[src/shared/dorr_pkg.sv]
// Constants and types for the digital output port with reset routing
// Summary of operation
// - Sixteen separately driven output lines, numbered from zero, TTL levels.
// - Retention strap in keep position holds outputs across a host bus reset.
// - Retention strap in factory position clears outputs on a host bus reset.
// - Power-on reset always clears outputs, whatever the retention strap says.
// - Each of lines 0 to 3 routes independently by its own routing strap.
// - Routing strap in factory position drives the line on the 20-pin header.
// - Routing strap in alternate position drives the line on the 37-pin connector.
`default_nettype none
package dorr_pkg;
   localparam int          DORR_LINES      = 16;
   localparam int          DORR_LOW_LINES  = 4;
   localparam int          DORR_ADDR_W     = 4;
   localparam logic [15:0] DORR_OFF_VALUE  = 16'h0000;
   localparam logic [3:0]  DORR_OFF_LOW    = 4'h0;
   // Register indices
   localparam logic [3:0]  DORR_ADDR_DATA  = 4'h0;
   localparam logic [3:0]  DORR_ADDR_STRAP = 4'h1;
   localparam logic [3:0]  DORR_ADDR_ROUTE = 4'h2;
   // Strap status field positions
   localparam int          DORR_ST_KEEP    = 0;
   localparam int          DORR_ST_ROUTE   = 4;
   // Strap level meaning
   localparam logic        DORR_KEEP_SEL   = 1'b1;
   localparam logic        DORR_ROUTE_ALT  = 1'b1;
   localparam logic [1:0]  DORR_SYNC_ONES  = 2'h3;
   typedef enum logic [1:0] {
      DORR_ST_POWERUP = 2'b00,
      DORR_ST_RUN     = 2'b01,
      DORR_ST_BUSRST  = 2'b10
   } dorr_state_e;
endpackage : dorr_pkg
`default_nettype wire

[src/design/dorr_port.sv]
// Sixteen-line digital output port with strap-controlled reset retention
`default_nettype none
module dorr_port #(
   parameter int LINES     = dorr_pkg::DORR_LINES,
   parameter int LOW_LINES = dorr_pkg::DORR_LOW_LINES
) (
   input  wire logic                   clk,
   input  wire logic                   reset,
   input  wire logic                   bus_reset,
   input  wire logic                   output_retention_strap,
   input  wire logic [LOW_LINES-1:0]   low_line_routing_strap,
   input  wire logic [3:0]             addr,
   input  wire logic [15:0]            wdata,
   input  wire logic                   wr,
   input  wire logic                   rd,
   output logic      [15:0]            rdata,
   output logic      [LINES-1:0]       output_header_20pin,
   output logic      [LOW_LINES-1:0]   main_connector_37pin,
   output logic                        mux_select_line_0,
   output logic                        mux_select_line_1,
   output logic                        mux_select_line_2,
   output logic                        mux_select_line_3
);
   dorr_pkg::dorr_state_e state_reg;
   dorr_pkg::dorr_state_e state_next;
   logic [LINES-1:0]     dout_reg;
   logic [LINES-1:0]     dout_next;
   logic [15:0]          rdata_reg;
   logic [15:0]          rdata_next;
   logic                 keep_sync;
   logic [LOW_LINES-1:0] route_sync;
   logic                 busrst_sync;
   logic [LOW_LINES-1:0] hdr_low;
   logic [LINES-1:0]     hdr_next;
   logic [LINES-1:0]     hdr_reg;
   logic                 wr_data;
   logic                 busrst_clear;
   logic [15:0]          strap_status;

   dorr_strap_sync #(.INIT(1'b0)) u_keep_sync (
      .clk       (clk),
      .reset     (reset),
      .pin_in    (output_retention_strap),
      .level_out (keep_sync)
   );

   dorr_strap_sync #(.INIT(1'b0)) u_busrst_sync (
      .clk       (clk),
      .reset     (reset),
      .pin_in    (bus_reset),
      .level_out (busrst_sync)
   );

   genvar gi;
   generate
      for (gi = 0; gi < LOW_LINES; gi++) begin : g_low
         logic rsync;
         dorr_strap_sync #(.INIT(1'b0)) u_route_sync (
            .clk       (clk),
            .reset     (reset),
            .pin_in    (low_line_routing_strap[gi]),
            .level_out (rsync)
         );
         assign route_sync[gi] = rsync;
         // Each line has its own strap and router
         dorr_low_router u_router (
            .clk        (clk),
            .reset      (reset),
            .line_in    (dout_reg[gi]),
            .route_alt  (rsync),
            .header_out (hdr_low[gi]),
            .main_out   (main_connector_37pin[gi])
         );
      end
   endgenerate

   // Host bus reset clears only in factory strap position
   assign busrst_clear = busrst_sync && (keep_sync != dorr_pkg::DORR_KEEP_SEL);
   assign wr_data      = wr && (addr == dorr_pkg::DORR_ADDR_DATA) && !busrst_sync;

   always_comb begin
      state_next = state_reg;
      case (state_reg)
         dorr_pkg::DORR_ST_POWERUP: state_next = dorr_pkg::DORR_ST_RUN;
         dorr_pkg::DORR_ST_RUN: begin
            if (busrst_sync) begin
               state_next = dorr_pkg::DORR_ST_BUSRST;
            end
         end
         dorr_pkg::DORR_ST_BUSRST: begin
            if (!busrst_sync) begin
               state_next = dorr_pkg::DORR_ST_RUN;
            end
         end
         default: state_next = dorr_pkg::DORR_ST_POWERUP;
      endcase
   end

   // Writes ignored while bus reset is active; keep mode holds last value
   assign dout_next = busrst_clear ? dorr_pkg::DORR_OFF_VALUE[LINES-1:0] :
                      wr_data      ? wdata[LINES-1:0] :
                                     dout_reg;

   assign strap_status = {{(16-dorr_pkg::DORR_ST_ROUTE-LOW_LINES){1'b0}}, route_sync,
                          {(dorr_pkg::DORR_ST_ROUTE-1){1'b0}}, keep_sync};

   assign rdata_next = !rd                                ? 16'h0000 :
                       (addr == dorr_pkg::DORR_ADDR_DATA)  ? 16'(dout_reg) :
                       (addr == dorr_pkg::DORR_ADDR_STRAP) ? strap_status :
                       (addr == dorr_pkg::DORR_ADDR_ROUTE) ? {12'h000, route_sync} :
                                                            16'h0000;

   assign hdr_next = {dout_reg[LINES-1:LOW_LINES], {LOW_LINES{1'b0}}};

   always_ff @(posedge clk) begin
      if (reset) begin
         state_reg <= dorr_pkg::DORR_ST_POWERUP;
         dout_reg  <= '0;
         rdata_reg <= 16'h0000;
         hdr_reg   <= '0;
      end else begin
         state_reg <= state_next;
         dout_reg  <= dout_next;
         rdata_reg <= rdata_next;
         hdr_reg   <= hdr_next;
      end
   end

   assign rdata               = rdata_reg;
   assign output_header_20pin = {hdr_reg[LINES-1:LOW_LINES], hdr_low};
   // Daughterboard decodes these as binary channel code; they follow output lines 0 to 3 whatever the routing straps
   assign mux_select_line_0   = dout_reg[0];
   assign mux_select_line_1   = dout_reg[1];
   assign mux_select_line_2   = dout_reg[2];
   assign mux_select_line_3   = dout_reg[3];

   AST_WRITE_LANDS: assert property (@(posedge clk) disable iff (reset)
      wr_data && !busrst_clear |=> dout_reg == $past(wdata))
      else $error("Output write not taken");
   AST_KEEP_HOLDS: assert property (@(posedge clk) disable iff (reset)
      busrst_sync && keep_sync |=> dout_reg == $past(dout_reg))
      else $error("Outputs changed under bus reset in keep mode");
   AST_FACTORY_CLEARS: assert property (@(posedge clk) disable iff (reset)
      busrst_sync && !keep_sync |=> dout_reg == '0)
      else $error("Outputs not cleared on bus reset");
   AST_POWERON_OFF: assert property (@(posedge clk)
      $past(reset) |-> dout_reg == '0 && main_connector_37pin == '0)
      else $error("Outputs not off after power-on reset");
   AST_HDR_ROUTE: assert property (@(posedge clk) disable iff (reset)
      !route_sync[0] ##1 !route_sync[0] |-> output_header_20pin[0] == $past(dout_reg[0]))
      else $error("Header line 0 not following output");
   AST_MAIN_ROUTE: assert property (@(posedge clk) disable iff (reset)
      route_sync[1] ##1 route_sync[1] |-> main_connector_37pin[1] == $past(dout_reg[1])
         && output_header_20pin[1] == 1'b0)
      else $error("Main connector line 1 misrouted");
   AST_ROUTE_INDEP: assert property (@(posedge clk) disable iff (reset)
      route_sync[2] && !route_sync[3] ##1 1'b1 |-> output_header_20pin[2] == 1'b0
         && main_connector_37pin[3] == 1'b0)
      else $error("Routing straps not independent");
   AST_READ_DATA: assert property (@(posedge clk) disable iff (reset)
      rd && addr == dorr_pkg::DORR_ADDR_DATA |=> rdata == 16'($past(dout_reg)))
      else $error("Output read data wrong");
   AST_HDR_HIGH: assert property (@(posedge clk) disable iff (reset)
      1'b1 |=> output_header_20pin[LINES-1:LOW_LINES] == $past(dout_reg[LINES-1:LOW_LINES]))
      else $error("High header lines not following outputs");
   AST_ONE_CONNECTOR: assert property (@(posedge clk) disable iff (reset)
      (main_connector_37pin & output_header_20pin[LOW_LINES-1:0]) == '0)
      else $error("Low line driven on both connectors");
   AST_IDLE_RDATA: assert property (@(posedge clk) disable iff (reset)
      !rd |=> rdata == 16'h0000)
      else $error("Read data not idle without a read");
   AST_STRAP_READ: assert property (@(posedge clk) disable iff (reset)
      rd && addr == dorr_pkg::DORR_ADDR_STRAP |=> rdata[dorr_pkg::DORR_ST_KEEP] == $past(keep_sync))
      else $error("Retention strap status read wrong");
   AST_ROUTE_READ: assert property (@(posedge clk) disable iff (reset)
      rd && addr == dorr_pkg::DORR_ADDR_ROUTE |=> rdata[LOW_LINES-1:0] == $past(route_sync))
      else $error("Routing strap read wrong");
   // Retained outputs carry on once a keep-mode bus reset ends
   COV_RESTORE: cover property (@(posedge clk) busrst_sync && keep_sync ##1 !busrst_sync);
   COV_HDR: cover property (@(posedge clk) !route_sync[0] && output_header_20pin[0]);
   COV_KEEP: cover property (@(posedge clk) busrst_sync && keep_sync && dout_reg != '0);
   COV_CLEAR: cover property (@(posedge clk) busrst_sync && !keep_sync ##1 dout_reg == '0);
   COV_ALT: cover property (@(posedge clk) route_sync[0] && main_connector_37pin[0]);
endmodule : dorr_port
`default_nettype wire

[src/design/dorr_strap_sync.sv]
// Three-flop synchroniser with agreement filter for a strap pin
`default_nettype none
module dorr_strap_sync #(
   parameter logic INIT = 1'b0
) (
   input  wire logic clk,
   input  wire logic reset,
   input  wire logic pin_in,
   output logic      level_out
);
   logic s1_reg;
   logic s2_reg;
   logic s3_reg;
   logic level_reg;
   logic level_next;

   // Only the later two stages are compared; first stage may be metastable
   assign level_next = (s2_reg == s3_reg) ? s2_reg : level_reg;
   assign level_out  = level_reg;

   always_ff @(posedge clk) begin
      if (reset) begin
         s1_reg    <= INIT;
         s2_reg    <= INIT;
         s3_reg    <= INIT;
         level_reg <= INIT;
      end else begin
         s1_reg    <= pin_in;
         s2_reg    <= s1_reg;
         s3_reg    <= s2_reg;
         level_reg <= level_next;
      end
   end
endmodule : dorr_strap_sync
`default_nettype wire

[src/design/dorr_low_router.sv]
// Routes one low-order output line to header or main connector
`default_nettype none
module dorr_low_router (
   input  wire logic clk,
   input  wire logic reset,
   input  wire logic line_in,
   input  wire logic route_alt,
   output logic      header_out,
   output logic      main_out
);
   logic header_next;
   logic main_next;
   logic header_reg;
   logic main_reg;

   // Unselected connector idles at off
   assign header_next = (route_alt != dorr_pkg::DORR_ROUTE_ALT) ? line_in : 1'b0;
   assign main_next   = (route_alt == dorr_pkg::DORR_ROUTE_ALT) ? line_in : 1'b0;
   assign header_out  = header_reg;
   assign main_out    = main_reg;

   always_ff @(posedge clk) begin
      if (reset) begin
         header_reg <= 1'b0;
         main_reg   <= 1'b0;
      end else begin
         header_reg <= header_next;
         main_reg   <= main_next;
      end
   end
endmodule : dorr_low_router
`default_nettype wire

[config.mk]
export PLATFORM = sky130hd
export DESIGN_NAME = dorr_port
export DESIGN_NICKNAME = d
export VERILOG_FILES = /design/src/shared/dorr_pkg.sv /design/src/design/dorr_port.sv /design/src/design/dorr_strap_sync.sv /design/src/design/dorr_low_router.sv
export SDC_FILE = /design/constraint.sdc
export NUM_CORES = 1
export LEC_CHECK = 0
export BUFFER_PORTS_ARGS = -buffer_cell sky130_fd_sc_hd__buf_2
export CORE_UTILIZATION = 31
export DETAILED_ROUTE_END_ITERATION = 8
export GPL_ROUTABILITY_DRIVEN = 0
export PLACE_DENSITY = 0.53
export SLEW_MARGIN = 20
export SYNTH_ARGS = -nofsm -noshare
export SYNTH_HDL_FRONTEND = slang
export SYNTH_SLANG_ARGS = --single-unit
export TNS_END_PERCENT = 1
[constraint.sdc]
create_clock -name clk -period 1.4 [get_ports clk]
set_input_delay 0.14 -clock clk [delete_from_list [all_inputs] [get_ports clk]]
set_output_delay 0.14 -clock clk [all_outputs]
set_load 0.005 [all_outputs]
; ---- After elaboration in Yosys (flattened, before gate mapping)
; Index checks and enable logic that the tools add are counted.
[word_totals]
register_bits = 76
in_bits = 30
out_inout_bits = 40
[op_classes]
eq_ne = 8
mux = 3
n_bitwise = 6
reduce_logical = 15
[ops]
columns = cell, count
row1 = $reduce_or A2 Y1, 10
row2 = $mux W16, 1
row3 = $mux W8, 1
row4 = $eq A1 B1 Y1, 6
row5 = $not A1 Y1, 6
row6 = $eq A4 B1 Y1 const B, 1
row7 = $eq A4 B2 Y1 const B, 1
row8 = $logic_not A4 Y1, 1
row9 = $mux W4, 1
row10 = $logic_and A1 B1 Y1, 3
row11 = $logic_not A1 Y1, 1

; ---- Depth between registers and ports, before layout
[logic_depth]
ltp_word = 4
ltp_mapped = 6
depth_no_buf = 3

; ---- Modules after synthesis
; Synthesis repeated with hierarchy kept, for this count alone.
[unflattened]
cells_unflattened = 228
area_unflattened_um2 = 2587.5
[modules_own_cells]
columns = module, instances, cells_per_inst, area_each_um2, seq_area_each_um2
row1 = dorr_port, 1, 152, 1666.6, 880.8
row2 = dorr_strap_sync, 6, 10, 112.6, 80.1
row3 = dorr_low_router, 4, 4, 61.3, 40.0

; ---- Worst setup path after synthesis
; Ideal clock, no wire load.
[synth_timing]
kind = input to register
start = input port addr[1]
end = register dout_reg[4]
setup_time_ps = 72
arrival_ps = 1399
path_slack_ps = -71
cell_stages = 6
n_path_buf = 3
cell_sequence = buf_6 or4_4 nor3b_2 buf_4 buf_12 mux2i_1
[synth_between]
elab_chain_cells = 3
[synth_rtl]
columns = element, line_no
row1 = start: declaration, dorr_port.sv:12  ; input wire logic [3:0] addr,
row2 = $logic_not A4 Y1, dorr_port.sv:79  ; assign wr_data = wr && (addr == dorr_pkg::DORR_ADDR_DATA) && !busrst_sync;
row3 = $logic_and A1 B1 Y1 (2 in a row), dorr_port.sv:79
row4 = end signal: assignment, dorr_port.sv:123  ; dout_reg <= dout_next;
row5 = end: declaration, dorr_port.sv:26  ; logic [LINES-1:0] dout_reg;
; No other way between the ends.
; A chain may end at the register's enable or synchronous reset.

; ---- Final worst setup path
[layout_timing]
start = input port addr[3]
end = register dout_reg[9]
; The elaborated chain is that of the path after synthesis.

==> results by group <==
Outcome
  – Status: finished, final reports clean

Logic synthesis
  – Register bit count reported by yosys: 76
  – Post-synthesis cell type count: 24
  – Post-synthesis async set-or-reset flop share: 0
  – EDFF count, synth: 0
  – Synth Warn #: 0
  – Syn_nets: 271
  – Syn_area_per_cell: 10.98 sq um
  – Syn Inst Count: 241
  – Cell area after synthesis: 2645 sq um
  – Ys flop type: dfxtp_1
  – Sequential share of the synthesized area: 0.5752

Place
  – Setup WS pre-CTS: -0.1411 ns
  – Placed cells: 401
  – I/O Buffers: 69
  – HPWL after DPL: 3804 microns

Floorplan
  – Initial Util: 0.3219
  – Die W: 94.37 microns
  – Core area: 8217 sq um
  – Die area: 8906 sq um
  – Die height: 94.37 microns
  – Cell Rows: 33
  – I/O pin cnt: 70

Detailed routing
  – Routed WL per cell: 12.93 microns
  – DRC: 0
  – Vias: 1,860
  – DRT Wirelength: 5443 microns
  – Routed length on met3: 265 microns
  – Drt pass-1 iters: 4
  – Vias per inst: 4.418
  – DR iter-0 viols: 107
  – Top layer in use: met4
  – Antenna viol nets, final: 0
  – Routed met2 length: 2528 microns
  – DRT met1 WL: 2565 microns

Power and ir drop
  – Peak supply drop: 0.0004250 V
  – Final Power: 4.002 mW
  – Leak: 1.399 nW
  – Power Density: 1201 nW/um^2

Setup path
  – CP arrival: 1.45 ns
  – Crit Path Category: primary input to flip-flop
  – Endpoint class of the critical path: flip-flop
  – Worst path max stage delay: 0.57 ns
  – CP Launch Type: primary input
  – Worst R2R Start: u_busrst_sync.level_out
  – R2R Setup Slk: 0.26 ns
  – Critical path cell sequence: buf_2 -> or4_4 -> nor3b_4 -> buf_12 -> mux2i_1
  – Crit-path slowest cell: or4_4
  – Critical path buffers and inverters: 2
  – Cell family with most CP delay: simple AND/OR/NAND/NOR gates
  – Reg2reg path depth: 4
  – Crit Path Max Fanout: 16
  – RR Endpoint: dout_reg[1]
  – CP required: 1.67 ns

STA
  – Worst Slack Setup Final: 0.2237 ns
  – Final setup skew: 0.004749 ns
  – Final TNS setup: 0 ns
  – Max-slew violations: 0
  – RSZ-0062 raised after global routing: no
  – Highest clock rate: 850.2 MHz
  – Final Cycle Share: 0.8402
  – Tightest Pin Transition: 0.3079 ns
  – Setup violators final: 0
  – Fin. Hold Viols: 0
  – Min cycle time layout: 1.176 ns
  – Slew Limit Headroom: 0.7918
  – WHS: 0.02032 ns

Worst hold path
  – WHS Path Cells: 2
  – Worst Hold Path EP: g_low[3].u_route_sync.s1_reg
  – Hold Crit Start: low_line_routing_strap[3]
  – Worst Hold Class: primary input to flip-flop

Global routing
  – First-pass GRT wire length: 8638 microns
  – Initial antenna violation count: 0
  – Largest net degree at the start of global routing: 37
  – Gr usage total: 0.1335
  – GRT overflow: 0
  – Number of global-route vias before repair: 1,718

Final layout
  – Share of cells above drive strength 1: 0.3165
  – Final net count: 342
  – Diodes inserted: 0
  – Number of standard cells in the final layout excluding fillers: 421
  – Synth-to-Final Area Change: 25.92%

Clock tree
  – Clock Latency Late Sink: 0.34 ns
  – Longest Clk Path Bufs: 2
  – Total CTS buffers: 9
  – Clk sink count: 76
  – Clock tree root buffer cell: clkbuf_8
  – CTS HTree Levels: 3
  – Clock-pin slew on the worst setup and hold paths: 0.07 ns
  – CTS tree: yes

Run
  – Max-cap violations: 0
==> repair_timing <==
action / 4_1_cts / 5_1_grt
gates resized for setup: 0 / 0
hold buffers: 5 / 0
buffers inserted: 0 / 0
hold endpoints to repair: 5 / 0
==> through the flow <==
stage,cell area (sq um),utilization
6_report,3331,0.4054
5_1_grt,3331,0.4054
4_1_cts,3331,0.4054
3_5_place_dp,3090,0.3761
3_3_place_gp,3090,0.3761
2_1_floorplan,2645,-
==> where the power goes <==
part	leakage (nW)	internal [mW]	switching (mW)
combinational	0.685	0.0996	0.0897
clock	0.0979	0.852	0.757
sequential	0.616	2.19	0.0127
==> cell type report <==
class / instances / area (sq um)
Fill cell: 840 / 4886
Sequential cell: 76 / 1521
Multi-Input combinational cell: 136 / 962.2
Timing Repair Buffer: 87 / 518.0
Clock buffer: 10 / 137.6
Tap cell: 105 / 131.4
Clock inverter: 5 / 52.55
Inverter: 2 / 7.507
==> cells in the final DEF, fill, tap and decap left out, types with 6 or more instances in the layout <==
| cell type | instances |
|---|---|
| a21oi_1 | 6 |
| and2_1 | 9 |
| buf_2 | 69 |
| buf_4 | 11 |
| clkbuf_8 | 10 |
| dfxtp_1 | 76 |
| mux2i_1 | 24 |
| nand2_1 | 7 |
| nor2_1 | 7 |
| nor2b_1 | 30 |
| o211ai_1 | 32 |
| o21ai_0 | 6 |
==> Yosys cell counts, types with 2 or more instances <==
cell type	n	area, sq um
clkbuf_1	14	52.55
dfxtp_1	76	1521
nor3b_2	2	25.02
and3_1	4	25.02
nand2b_1	2	12.51
o211ai_1	32	240.2
mux2i_1	24	240.2
a21oi_1	6	30.03
nor2b_1	30	187.7
o21ai_0	6	30.03
nor3b_1	4	30.03
buf_4	9	67.56
nor2_1	7	26.28
nand2_1	7	26.28
and2_1	9	56.30
==> kinds of logic (layout without fill, tap and decap cells) <==
family                 count (synthesis)  in the layout  synth area share
AO/OA/AOI/OAI                         45             45            0.1159
multiplexers                          24             24           0.09082
flip-flops                            76             76            0.5752
buffers and inverters                 29            104           0.06338
AND/OR/NAND/NOR                       67             67            0.1547
==> metal layers <==
| layer | track usage | vias up |
|---|---|---|
| met4 | 0.06154 | 0 |
| met5 | 0 | - |
| met1 | 0.1587 | 851 |
| met2 | 0.2101 | 42 |
| li1 | - | 961 |
| met3 | 0.05395 | 6 |
==> worst max-delay path by stage <==
stage / start / to / cells past startpoint
detailed placement: addr[3] / dout_reg[11] / 5
floorplan: addr[1] / dout_reg[4] / 6
global route: u_busrst_sync.level_out / dout_reg[1] / 4
global placement: addr[3] / dout_reg[12] / 5
CTS: addr[3] / dout_reg[9] / 5
finish: addr[3] / dout_reg[9] / 5
No activity file was read; power rests on OpenSTA's default activity.
